### src/common/rdhs_pkg.sv
// Shared constants and types for the reader host-side serial and clock-out block.
// Assumes a single 50 MHz system clock; all pin inputs are asynchronous to it.
package rdhs_pkg;

  // System clock rate.
  localparam longint SYS_CLK_HZ = 64'd50_000_000;

  // Clock-output frequencies, in hertz.
  localparam longint CLK_OUT_F0_HZ = 64'd1_978_000;
  localparam longint CLK_OUT_F1_HZ = 64'd3_955_000;
  localparam longint CLK_OUT_F2_HZ = 64'd7_910_000;
  localparam longint CLK_OUT_F3_HZ = 64'd15_820_000;

  // Width of the phase accumulator of the clock-output synthesiser.
  localparam int NCO_W = 24;

  // Frequency select codes.
  localparam logic [1:0] FSEL_F0 = 2'h0;
  localparam logic [1:0] FSEL_F1 = 2'h1;
  localparam logic [1:0] FSEL_F2 = 2'h2;
  localparam logic [1:0] FSEL_F3 = 2'h3;

  // Seven-bit two-wire addresses for address-select low and high.
  localparam logic [6:0] TWI_ADDR_LO = 7'h28;
  localparam logic [6:0] TWI_ADDR_HI = 7'h6a;

  // Bits per byte and the acknowledge slot count.
  localparam logic [3:0] BIT_LAST = 4'h8;
  localparam logic [3:0] BIT_ACK  = 4'h9;

  // Cycles after reset release before the straps are captured.
  localparam logic [1:0] STRAP_SETTLE = 2'h2;

  // Byte sent when the host reads with nothing pending.
  localparam logic [7:0] IDLE_TWI_BYTE = 8'hff;
  localparam logic [7:0] IDLE_SPI_BYTE = 8'h00;

  // Clock-synthesis configuration register.
  typedef struct packed {
    logic       standby;
    logic       clk_disable;
    logic [1:0] freq_sel;
  } rdhs_cfg_t;

  localparam rdhs_cfg_t CFG_RESET = '{standby: 1'b0, clk_disable: 1'b0, freq_sel: FSEL_F0};

  // Received command byte.
  typedef struct packed {
    logic       valid;
    logic [7:0] data;
  } rdhs_rx_t;

  // Two-wire slave states.
  typedef enum logic [3:0] {
    TW_IDLE = 4'b0001,
    TW_ADDR = 4'b0010,
    TW_WR   = 4'b0100,
    TW_RD   = 4'b1000
  } rdhs_twi_st_t;

  // Phase increment giving a toggle rate of twice f.
  function automatic logic [NCO_W-1:0] rdhs_nco_inc(input longint f_hz);
    rdhs_nco_inc = NCO_W'(((64'd2 * f_hz) << NCO_W) / SYS_CLK_HZ);
  endfunction : rdhs_nco_inc

endpackage : rdhs_pkg

### src/rdhs_clk_gen.sv
// Clock-output synthesiser: a phase accumulator toggling the output pin.
// Assumes configuration inputs come from logic on the same clock.
module rdhs_clk_gen
  import rdhs_pkg::*;
(
  input  wire logic       sys_clk_in,
  input  wire logic       nrst_in,
  input  wire logic [1:0] freq_sel_in,
  input  wire logic       disable_in,
  output logic            clk_out
);

  logic [NCO_W-1:0] acc_r;
  logic [NCO_W:0]   acc_nxt;
  logic [NCO_W-1:0] inc;
  logic             clk_r;

  ////////////////////////////////////////////////////////////////////////////
  // Increment selection.
  always_comb
  begin
    unique case (freq_sel_in)
      FSEL_F0: inc = rdhs_nco_inc(CLK_OUT_F0_HZ); // [RQ6]
      FSEL_F1: inc = rdhs_nco_inc(CLK_OUT_F1_HZ); // [RQ6]
      FSEL_F2: inc = rdhs_nco_inc(CLK_OUT_F2_HZ); // [RQ6]
      FSEL_F3: inc = rdhs_nco_inc(CLK_OUT_F3_HZ); // [RQ6]
    endcase
  end

  assign acc_nxt = {1'b0, acc_r} + {1'b0, inc};

  ////////////////////////////////////////////////////////////////////////////
  // Accumulator and output toggle.
  always_ff @(posedge sys_clk_in or negedge nrst_in)
  begin
    if (!nrst_in)
    begin
      acc_r <= '0;
      clk_r <= 1'b0;
    end
    else if (disable_in)
    begin
      acc_r <= '0; // [RQ7]
      clk_r <= 1'b0; // [RQ7]
    end
    else
    begin
      acc_r <= acc_nxt[NCO_W-1:0];
      if (acc_nxt[NCO_W])
        clk_r <= ~clk_r;
    end
  end

  assign clk_out = clk_r;

  ////////////////////////////////////////////////////////////////////////////
  // Checks.
  a_clk_stopped: assert property (@(posedge sys_clk_in) disable iff (!nrst_in) // [RQ7]
    disable_in |=> !clk_out)
    else $error("clock output runs while disabled");

  a_clk_carry: assert property (@(posedge sys_clk_in) disable iff (!nrst_in) // [RQ6]
    (!disable_in && acc_nxt[NCO_W]) |=> (clk_out != $past(clk_out)))
    else $error("clock output missed a toggle");

  c_clk_fast: cover property (@(posedge sys_clk_in) disable iff (!nrst_in)
    (freq_sel_in == FSEL_F3) && $rose(clk_out));

endmodule : rdhs_clk_gen

### src/rdhs_host_if.sv
// Host-side serial slave (two-wire or SPI mode 0), handshake status and clock output.
// Assumes all serial and strap pins are asynchronous and the user side is on sys_clk_in.

// Behaviour
// [RQ1] Interface strap low two-wire, high SPI mode 0
// [RQ2] Address strap picks 50/51 or D4/D5 bytes
// [RQ3] Acknowledge only the selected two-wire address
// [RQ4] Host ties address strap low in SPI
// [RQ5] Clock output starts at 1.978 MHz
// [RQ6] Two-bit select picks four clock output rates
// [RQ7] Disable bit stops clock output
// [RQ8] Status high while a byte awaits reading
// [RQ9] Status low when buffer holds nothing unread
// [RQ10] Commands ignored while status is high
// [RQ11] Reset pin low resets whole device
// [RQ12] Host keeps reset pin high in use
// [RQ13] Host serial clock is bit clock always
// [RQ14] Data-in pin input in SPI, open-drain two-wire
// [RQ15] Data-out pin transmits in SPI, unused otherwise
// [RQ16] Slave select frames SPI, unused two-wire
// [RQ17] Config register holds select, disable, standby
// [RQ18] Straps sampled at reset release only
module rdhs_host_if
  import rdhs_pkg::*;
(
  input  wire logic       sys_clk_in,
  input  wire logic       nrst_in,
  input  wire logic       interface_select_pin_in,
  input  wire logic       addr_select_pin_in,
  input  wire logic       serial_clock_pin_in,
  input  wire logic       slave_select_n_pin_in,
  input  wire logic       sdi_pin_in,
  output logic            sdi_pin_out,
  output logic            sdi_pin_oe_out,
  output logic            sdo_pin_out,
  output logic            sdo_pin_oe_out,
  output logic            handshake_status_out,
  output logic            clock_output_pin_out,
  input  wire logic       tx_load_in,
  input  wire logic [7:0] tx_data_in,
  output logic            tx_ready_out,
  output rdhs_rx_t        rx_out,
  input  wire logic       cfg_wr_in,
  input  wire rdhs_cfg_t  cfg_in,
  output rdhs_cfg_t       cfg_out
);

  logic [4:0]   pin_meta_r;
  logic [4:0]   pin_sync_r;
  logic [2:0]   pin_prev_r;
  logic         sck;
  logic         sda;
  logic         ss_n;
  logic         sck_rise;
  logic         sck_fall;
  logic [1:0]   strap_cnt_r;
  logic         strap_done_r;
  logic         mode_spi_r;
  logic         addr_hi_r;
  logic [6:0]   own_addr;
  logic         twi_act;
  logic         spi_act;
  logic         pend_r;
  logic [7:0]   tx_data_r;
  rdhs_cfg_t    cfg_r;
  logic         cfg_seen_r;
  rdhs_rx_t     rx_r;
  rdhs_twi_st_t tw_st_r;
  logic [3:0]   tw_cnt_r;
  logic [7:0]   tw_sh_r;
  logic [7:0]   tw_out_r;
  logic         tw_dir_r;
  logic         tw_mack_r;
  logic         tw_oe_r;
  logic         tw_start;
  logic         tw_stop;
  logic         tw_load;
  logic         tw_rx;
  logic [7:0]   tw_ld;
  logic [3:0]   sp_cnt_r;
  logic [7:0]   sp_sh_r;
  logic [7:0]   sp_out_r;
  logic         sdo_r;
  logic         sp_load;
  logic         sp_rx;
  logic [7:0]   sp_ld;
  logic         take;

  ////////////////////////////////////////////////////////////////////////////
  // Pin synchronisers and edge detection.
  always_ff @(posedge sys_clk_in or negedge nrst_in)
  begin
    if (!nrst_in)
    begin
      pin_meta_r <= 5'h07;
      pin_sync_r <= 5'h07;
      pin_prev_r <= 3'h7;
    end
    else
    begin
      pin_meta_r <= {interface_select_pin_in, addr_select_pin_in,
                     serial_clock_pin_in, sdi_pin_in, slave_select_n_pin_in};
      pin_sync_r <= pin_meta_r;
      pin_prev_r <= pin_sync_r[2:0];
    end
  end

  assign sck      = pin_sync_r[2];
  assign sda      = pin_sync_r[1];
  assign ss_n     = pin_sync_r[0];
  assign sck_rise = sck & ~pin_prev_r[2]; // [RQ13]
  assign sck_fall = ~sck & pin_prev_r[2]; // [RQ13]

  ////////////////////////////////////////////////////////////////////////////
  // Strap capture after reset release.
  always_ff @(posedge sys_clk_in or negedge nrst_in)
  begin
    if (!nrst_in)
    begin
      strap_cnt_r  <= '0; // [RQ11]
      strap_done_r <= 1'b0;
      mode_spi_r   <= 1'b0;
      addr_hi_r    <= 1'b0;
    end
    else if (!strap_done_r)
    begin
      strap_cnt_r <= strap_cnt_r + 2'h1;
      if (strap_cnt_r == STRAP_SETTLE)
      begin
        strap_done_r <= 1'b1; // [RQ18]
        mode_spi_r   <= pin_sync_r[4]; // [RQ1]
        addr_hi_r    <= pin_sync_r[3]; // [RQ2]
      end
    end
  end

  assign own_addr = addr_hi_r ? TWI_ADDR_HI : TWI_ADDR_LO; // [RQ2]
  assign twi_act  = strap_done_r & ~mode_spi_r; // [RQ1]
  assign spi_act  = strap_done_r & mode_spi_r; // [RQ1]

  ////////////////////////////////////////////////////////////////////////////
  // Outgoing byte holder and handshake status.
  always_ff @(posedge sys_clk_in or negedge nrst_in)
  begin
    if (!nrst_in)
    begin
      pend_r    <= 1'b0;
      tx_data_r <= '0;
    end
    else if (tx_load_in && !pend_r)
    begin
      pend_r    <= 1'b1; // [RQ8]
      tx_data_r <= tx_data_in;
    end
    else if (take)
      pend_r <= 1'b0; // [RQ9]
  end

  assign take                 = pend_r & (tw_load | sp_load);
  assign tx_ready_out         = ~pend_r;
  assign handshake_status_out = pend_r; // [RQ8]

  ////////////////////////////////////////////////////////////////////////////
  // Configuration register.
  always_ff @(posedge sys_clk_in or negedge nrst_in)
  begin
    if (!nrst_in)
    begin
      cfg_r      <= CFG_RESET; // [RQ5]
      cfg_seen_r <= 1'b0;
    end
    else if (cfg_wr_in)
    begin
      cfg_r      <= cfg_in; // [RQ17]
      cfg_seen_r <= 1'b1;
    end
  end

  assign cfg_out = cfg_r;

  rdhs_clk_gen u_clk_gen (
    .sys_clk_in  (sys_clk_in),
    .nrst_in     (nrst_in),
    .freq_sel_in (cfg_r.freq_sel),
    .disable_in  (cfg_r.clk_disable),
    .clk_out     (clock_output_pin_out)
  );

  ////////////////////////////////////////////////////////////////////////////
  // Two-wire slave.
  assign tw_start = twi_act & sck & pin_prev_r[2] & ~sda & pin_prev_r[1];
  assign tw_stop  = twi_act & sck & pin_prev_r[2] & sda & ~pin_prev_r[1];
  assign tw_load  = twi_act & ~tw_start & ~tw_stop & sck_fall & (tw_cnt_r == BIT_ACK) &
                    (((tw_st_r == TW_ADDR) & tw_dir_r) | ((tw_st_r == TW_RD) & tw_mack_r));
  assign tw_rx    = twi_act & ~tw_start & ~tw_stop & sck_fall & (tw_cnt_r == BIT_LAST) &
                    (tw_st_r == TW_WR) & ~pend_r; // [RQ10]
  assign tw_ld    = pend_r ? tx_data_r : IDLE_TWI_BYTE;

  always_ff @(posedge sys_clk_in or negedge nrst_in)
  begin
    if (!nrst_in)
    begin
      tw_st_r   <= TW_IDLE;
      tw_cnt_r  <= '0;
      tw_sh_r   <= '0;
      tw_out_r  <= '0;
      tw_dir_r  <= 1'b0;
      tw_mack_r <= 1'b0;
      tw_oe_r   <= 1'b0;
    end
    else if (!twi_act)
    begin
      tw_st_r <= TW_IDLE;
      tw_oe_r <= 1'b0;
    end
    else if (tw_start)
    begin
      tw_st_r  <= TW_ADDR;
      tw_cnt_r <= '0;
      tw_oe_r  <= 1'b0;
    end
    else if (tw_stop)
    begin
      tw_st_r <= TW_IDLE;
      tw_oe_r <= 1'b0;
    end
    else if (tw_st_r != TW_IDLE && sck_rise)
    begin
      if (tw_cnt_r < BIT_LAST)
        tw_sh_r <= {tw_sh_r[6:0], sda};
      if (tw_cnt_r == BIT_LAST)
        tw_mack_r <= ~sda;
      tw_cnt_r <= tw_cnt_r + 4'h1;
    end
    else if (tw_st_r != TW_IDLE && sck_fall)
    begin
      if (tw_cnt_r == BIT_LAST)
      begin
        tw_oe_r <= 1'b0;
        if (tw_st_r == TW_ADDR)
        begin
          if (tw_sh_r[7:1] == own_addr)
          begin
            tw_oe_r  <= 1'b1; // [RQ3]
            tw_dir_r <= tw_sh_r[0];
          end
          else
            tw_st_r <= TW_IDLE; // [RQ3]
        end
        else if (tw_st_r == TW_WR)
          tw_oe_r <= ~pend_r; // [RQ10]
      end
      else if (tw_cnt_r == BIT_ACK)
      begin
        tw_cnt_r <= '0;
        tw_oe_r  <= 1'b0;
        if (tw_st_r == TW_ADDR)
          tw_st_r <= tw_dir_r ? TW_RD : TW_WR;
        if (tw_st_r == TW_RD && !tw_mack_r)
          tw_st_r <= TW_IDLE;
        if (tw_load)
        begin
          tw_out_r <= {tw_ld[6:0], 1'b1};
          tw_oe_r  <= ~tw_ld[7]; // [RQ14]
        end
      end
      else if (tw_st_r == TW_RD && tw_cnt_r != 4'h0)
      begin
        tw_oe_r  <= ~tw_out_r[7]; // [RQ14]
        tw_out_r <= {tw_out_r[6:0], 1'b1};
      end
    end
  end

  assign sdi_pin_out    = 1'b0;
  assign sdi_pin_oe_out = tw_oe_r & twi_act; // [RQ14]

  ////////////////////////////////////////////////////////////////////////////
  // SPI mode 0 slave.
  assign sp_ld   = pend_r ? tx_data_r : IDLE_SPI_BYTE;
  assign sp_load = spi_act & ~ss_n & ((pin_prev_r[0] & ~sck_rise) |
                   (sck_fall & (sp_cnt_r == BIT_LAST))); // [RQ16]
  assign sp_rx   = spi_act & ~ss_n & ~pin_prev_r[0] & sck_rise &
                   (sp_cnt_r == BIT_LAST - 4'h1) & ~pend_r; // [RQ10]

  always_ff @(posedge sys_clk_in or negedge nrst_in)
  begin
    if (!nrst_in)
    begin
      sp_cnt_r <= '0;
      sp_sh_r  <= '0;
      sp_out_r <= '0;
      sdo_r    <= 1'b0;
    end
    else if (!spi_act || ss_n)
      sp_cnt_r <= '0; // [RQ16]
    else if (sp_load)
    begin
      sp_cnt_r <= '0;
      sp_out_r <= sp_ld;
      sdo_r    <= sp_ld[7]; // [RQ15]
    end
    else if (sck_rise)
    begin
      sp_sh_r  <= {sp_sh_r[6:0], sda}; // [RQ14]
      sp_cnt_r <= sp_cnt_r + 4'h1;
    end
    else if (sck_fall)
    begin
      sdo_r    <= sp_out_r[6]; // [RQ15]
      sp_out_r <= {sp_out_r[6:0], 1'b0};
    end
  end

  assign sdo_pin_out    = sdo_r & spi_act;
  assign sdo_pin_oe_out = spi_act & ~ss_n; // [RQ15]

  ////////////////////////////////////////////////////////////////////////////
  // Received byte to the command side.
  always_ff @(posedge sys_clk_in or negedge nrst_in)
  begin
    if (!nrst_in)
      rx_r <= '0;
    else
    begin
      rx_r.valid <= tw_rx | sp_rx; // [RQ10]
      if (tw_rx)
        rx_r.data <= tw_sh_r;
      else if (sp_rx)
        rx_r.data <= {sp_sh_r[6:0], sda};
    end
  end

  assign rx_out = rx_r;

  ////////////////////////////////////////////////////////////////////////////
  // Checks.
  a_strap_frozen: assert property (@(posedge sys_clk_in) disable iff (!nrst_in) // [RQ18]
    strap_done_r |=> ($stable(mode_spi_r) && $stable(addr_hi_r)))
    else $error("strap changed after capture");

  a_spi_no_drive: assert property (@(posedge sys_clk_in) disable iff (!nrst_in) // [RQ14]
    spi_act |-> !sdi_pin_oe_out)
    else $error("data-in pin driven in SPI mode");

  a_sdo_unused: assert property (@(posedge sys_clk_in) disable iff (!nrst_in) // [RQ15]
    !spi_act |-> (!sdo_pin_oe_out && !sdo_pin_out))
    else $error("data-out pin active outside SPI mode");

  a_addr_nack: assert property (@(posedge sys_clk_in) disable iff (!nrst_in) // [RQ3]
    (twi_act && !tw_start && !tw_stop && sck_fall && tw_st_r == TW_ADDR &&
     tw_cnt_r == BIT_LAST && tw_sh_r[7:1] != own_addr) |=> (tw_st_r == TW_IDLE && !sdi_pin_oe_out))
    else $error("foreign address acknowledged");

  a_addr_choice: assert property (@(posedge sys_clk_in) disable iff (!nrst_in) // [RQ2]
    strap_done_r |-> (own_addr == (addr_hi_r ? 7'h6a : 7'h28)))
    else $error("wrong own address");

  a_status_set: assert property (@(posedge sys_clk_in) disable iff (!nrst_in) // [RQ8]
    (tx_load_in && tx_ready_out) |=> handshake_status_out ##1
    (handshake_status_out || $past(take)))
    else $error("status not raised by pending byte");

  a_status_clear: assert property (@(posedge sys_clk_in) disable iff (!nrst_in) // [RQ9]
    take |=> !handshake_status_out)
    else $error("status high after byte taken");

  a_busy_ignore: assert property (@(posedge sys_clk_in) disable iff (!nrst_in) // [RQ10]
    rx_out.valid |-> $past(!handshake_status_out))
    else $error("command taken while status high");

  a_spi_frame: assert property (@(posedge sys_clk_in) disable iff (!nrst_in) // [RQ16]
    (spi_act && ss_n) |=> (sp_cnt_r == 4'h0 && !rx_out.valid))
    else $error("SPI activity outside frame");

  a_clk_default: assert property (@(posedge sys_clk_in) disable iff (!nrst_in) // [RQ5]
    !cfg_seen_r |-> (cfg_out.freq_sel == FSEL_F0 && !cfg_out.clk_disable))
    else $error("clock output not at default rate");

  a_cfg_store: assert property (@(posedge sys_clk_in) disable iff (!nrst_in) // [RQ17]
    cfg_wr_in |=> (cfg_out == $past(cfg_in)))
    else $error("configuration not stored");

  c_twi_write: cover property (@(posedge sys_clk_in) disable iff (!nrst_in) tw_rx);
  c_twi_read: cover property (@(posedge sys_clk_in) disable iff (!nrst_in) tw_load && pend_r);
  c_spi_byte: cover property (@(posedge sys_clk_in) disable iff (!nrst_in) sp_rx);
  c_clk_off: cover property (@(posedge sys_clk_in) disable iff (!nrst_in) cfg_out.clk_disable);

endmodule : rdhs_host_if

### config.mk
export PLATFORM = sky130hd
export DESIGN_NAME = rdhs_host_if
export DESIGN_NICKNAME = d
export VERILOG_FILES = /design/src/common/rdhs_pkg.sv /design/src/rdhs_clk_gen.sv /design/src/rdhs_host_if.sv
export SDC_FILE = /design/constraint.sdc
export NUM_CORES = 1
export LEC_CHECK = 0
export BUFFER_PORTS_ARGS = -buffer_cell sky130_fd_sc_hd__buf_2
export CORE_ASPECT_RATIO = 1.75
export CORE_UTILIZATION = 65
export CTS_CLUSTER_DIAMETER = 50
export CTS_CLUSTER_SIZE = 24
export DETAILED_ROUTE_END_ITERATION = 12
export PLACE_DENSITY = 0.85
export SETUP_SLACK_MARGIN = 0.05
export SLEW_MARGIN = 20
export SYNTH_ARGS = -nofsm -noshare
export SYNTH_HDL_FRONTEND = slang
export SYNTH_SLANG_ARGS = --single-unit
### constraint.sdc
create_clock -name sys_clk_in -period 6.25 [get_ports sys_clk_in]
set_clock_uncertainty 0.05 [all_clocks]
set_input_delay 0 -clock sys_clk_in [delete_from_list [all_inputs] [get_ports sys_clk_in]]
set_output_delay 0 -clock sys_clk_in [all_outputs]
set_load 0.03 [all_outputs]
==> impl_metrics.toml <==
[status]
status = "completed"

[synth]
synth_xor_area_frac = 0.0240
synthTopCellsByCount = "dfrtp_1 (101), o21ai_0 (47), nor2_1 (42), nand2_1 (38), ha_1 (31)"
synthMostInstantiatedCell = "dfrtp_1"
synthMuxAreaShare = 0.0743
netlist-cell-type-count = 64
yosys.area.top_type_share = 0.434
synth_top_cell_by_area = "dfrtp_1"
synth-edff-count = 0
seq_area_frac_synth = 0.479
synth_compound_gate_area_share = 0.158
syn_area_um2 = 5830
synth_warnings = 0
synth_fa_ha_area_frac = 0.0700
yosys_register_bits = 111
synth.area.top_cells = "dfrtp_1 (43%), ha_1 (6.7%), mux2_2 (5.8%)"
syn_nets = 622
synth_cells = 569
synth_top_family_by_area = "simple AND/OR/NAND/NOR gates"
synth_simple_gate_area_share = 0.163
synthArstFlopShare = 1.00
syn_area_per_cell_um2 = 10.2
synthFlopType = "dfrtp_1"

[die]
ios = 41
die_h_um = 127
start_util = 0.672
die_x_um = 73.6
core_um2 = 8670
num_rows = 45
die_area_um2 = 9360

[clocking]
clockBufferDepth = 2
clock_latency_ns = 0.34
htree_num_levels = 3
clock-sinks = 111
cts_buffers = 9
cts_root_buf = "clkbuf_16"
cts_tree = "yes"
clk_pin_slew_ns = 0.07

[sta]
totalNegativeSetupSlack_ns = 0
fin_crit_sh = 0.526
fin_crit_ns = 3.29
max_slew_margin = 0.303
maxSlewViolCount = 0
setup_viol = 0
max_freq_mhz = 304
fin_ws_ns = 2.96
finalHoldViolCount = 0
max_slew.worst_pin.slew_ns = 1.05
grt_setup_unrepaired = "false"

[placement]
placed_cells = 706
post-place-ws_ns = 3.02
placed_cell_area_um2 = 6090
hpwl_mm = 8.97
gp_congestion = 0.896
port_buffers = 39

[global_routing]
grt_pass1_wl_mm = 21.3
track_usage = 0.296
grt-ovfl-total = 0
antenna_found_initial = 1
grt_pass1_vias = 4599
grt_max_degree = 67

[setup_path]
cp-end-kind = "register"
crit_arrival_ns = 3.47
path_delay_family = "compound AO/OA/AOI/OAI gates"
crit_path_start_kind = "register"
crit_fanout = 7
cpMaxStageDelayCell = "fa_1"
path_buf_inv = 2
path_class = "register to register"
critPathMostFrequentCell = "inv_1"
cp_cell_sequence = "inv_1 > ha_1 > inv_1 > fa_1 > a21o_1 > a221oi_2 > o21ai_2 > a211oi_4 > o22ai_2 > mux2_4"
slowest_delay_ns = 0.50
crit_required_ns = 6.43

[min_path]
hold_path_class = "input pin to async pin"

[finish]
fin_area_um2 = 6640
drive_above_1_share = 0.178
fin_cells = 747
area_delta_synth_final_pct = 14.0
nets = 677

[detailed_routing]
drcViolationCount = 0
dr.pass1.iters = 4
num_vias = 4548
viasPerCell = 6.09
drtIter0Drc = 385
drt_wl_total_mm = 13.0
antenna_left = 0
wire_per_inst_um = 17.4

[power_and_ir_drop]
power_leakage_uw = 0.00310
p_clk_frac = 0.238
p_int_uw = 1590
finalPower_uw = 2470
switchingPower_uw = 879
ir_drop_v = 0.000314
p_seq_frac = 0.414
power_frac_comb = 0.349
powerDensity_nw_per_um2 = 372
switching_share = 0.356

[flow_run]
drv_cap = 0
timing repair:
item	CTS	global route
buffers inserted	0	0
gates resized for setup	0	0
hold buffers	24	0
endpoints found under the hold margin	62	0
metal layers:
metal / track usage / vias up / routed length (um) / share of wire
met5: 0 / - / 0 / 0
met4: 0.106 / 0 / 286 / 0.022
li1: - / 2147 / - / -
met1: 0.323 / 2257 / 4960 / 0.38
met2: 0.562 / 114 / 7370 / 0.57
met3: 0.0410 / 30 / 374 / 0.029
worst register-to-register path, cell delays in order, from the launching register on:
cell and delay (ns):
dfrtp_1 0.43, inv_1 0.19, ha_1 0.24, inv_1 0.18
fa_1 0.50, a21o_1 0.22, a221oi_2 0.37, o21ai_2 0.19
a211oi_4 0.38, o22ai_2 0.12, mux2_4 0.31
power by group through the flow:
stage	clock (uW)	sequential (uW)	combinational (uW)
floorplan	0	983	666
global placement	0	1020	792
detailed placement	0	1030	829
CTS	593	1020	850
global route	620	1040	953
finish	587	1020	862
through the flow:
step	utilization	hold WS, ns
5_1_grt	0.766	0.201
2_1_floorplan	-	-0.346
3_5_place_dp	0.702	-0.0178
3_3_place_gp	0.702	-0.0285
6_report	0.766	0.135
4_1_cts	0.766	0.165
layout by cell type (no fill, tap or decap), types with 3 or more instances in the layout:
cell             n
a31o_2           3
mux2i_1          8
xor2_1           7
nand3b_1         6
xnor2_1          9
mux2_2          30
a21oi_1         25
dlygate4sd3_1   24
o21a_1           4
or2_2            5
nand2b_1        11
and2_1           5
clkbuf_16        9
a22o_1           3
and3_1           8
nor4_1           3
o21ai_0         47
o211ai_1         7
o21bai_1         5
nor3b_1          3
buf_2           38
dfrtp_1        101
ha_1            31
dfstp_2         10
inv_1           24
a21o_1          11
nor2_1          42
nor2b_1          9
a31oi_1         13
nand3_1         17
or3_1           12
nand2_1         38
nor3_1          14
registers in the layout (all words and copies together), names as in the netlist, 4 cells and up:
register         flops
cfg_out              4
pin_meta_r           5
pin_sync_r           5
rx_out               9
sp_cnt_r             4
sp_out_r             7
sp_sh_r              7
tw_cnt_r             4
tw_out_r             8
tw_sh_r              8
tw_st_r              4
tx_data_r            8
u_clk_gen.acc_r     24
path summary, 6_finish.rpt:
| kind | start | end | slack [ns] | depth (start not counted) |
|---|---|---|---|---|
| worst max-delay path | cfg_out[0] | u_clk_gen.clk_out | 2.96 | 10 |
| worst max register to register | cfg_out[0] | u_clk_gen.clk_out | 2.96 | 10 |
| min in group sys_clk_in | tx_load_in | handshake_status_out | 0.18 | 3 |
| worst min register to register | pin_meta_r[3] | pin_sync_r[3] | 0.30 | 0 |
| max in group asynchronous | nrst_in | tw_cnt_r[1] | 4.78 | 3 |
| worst min-delay path | nrst_in | sp_sh_r[4] | 0.14 | 2 |
cells by family after synthesis:
family,count (synthesis)
simple gates,184
compound gates,142
flops,111
buf+inv,44
mux,39
fa+ha+maj,32
xor+xnor,16
other cells,1
cell type report:
class                           count  area [um^2]
Inverter                           24         90.1
Multi-Input combinational cell    414         2860
Antenna cell                        1         2.50
Clock inverter                      5         56.3
Timing Repair Buffer               64          445
Tap cell                          117          146
Clock buffer                       11          253
Fill cell                         577         2030
Sequential cell                   111         2790
No activity file was read; power rests on OpenSTA's default activity.
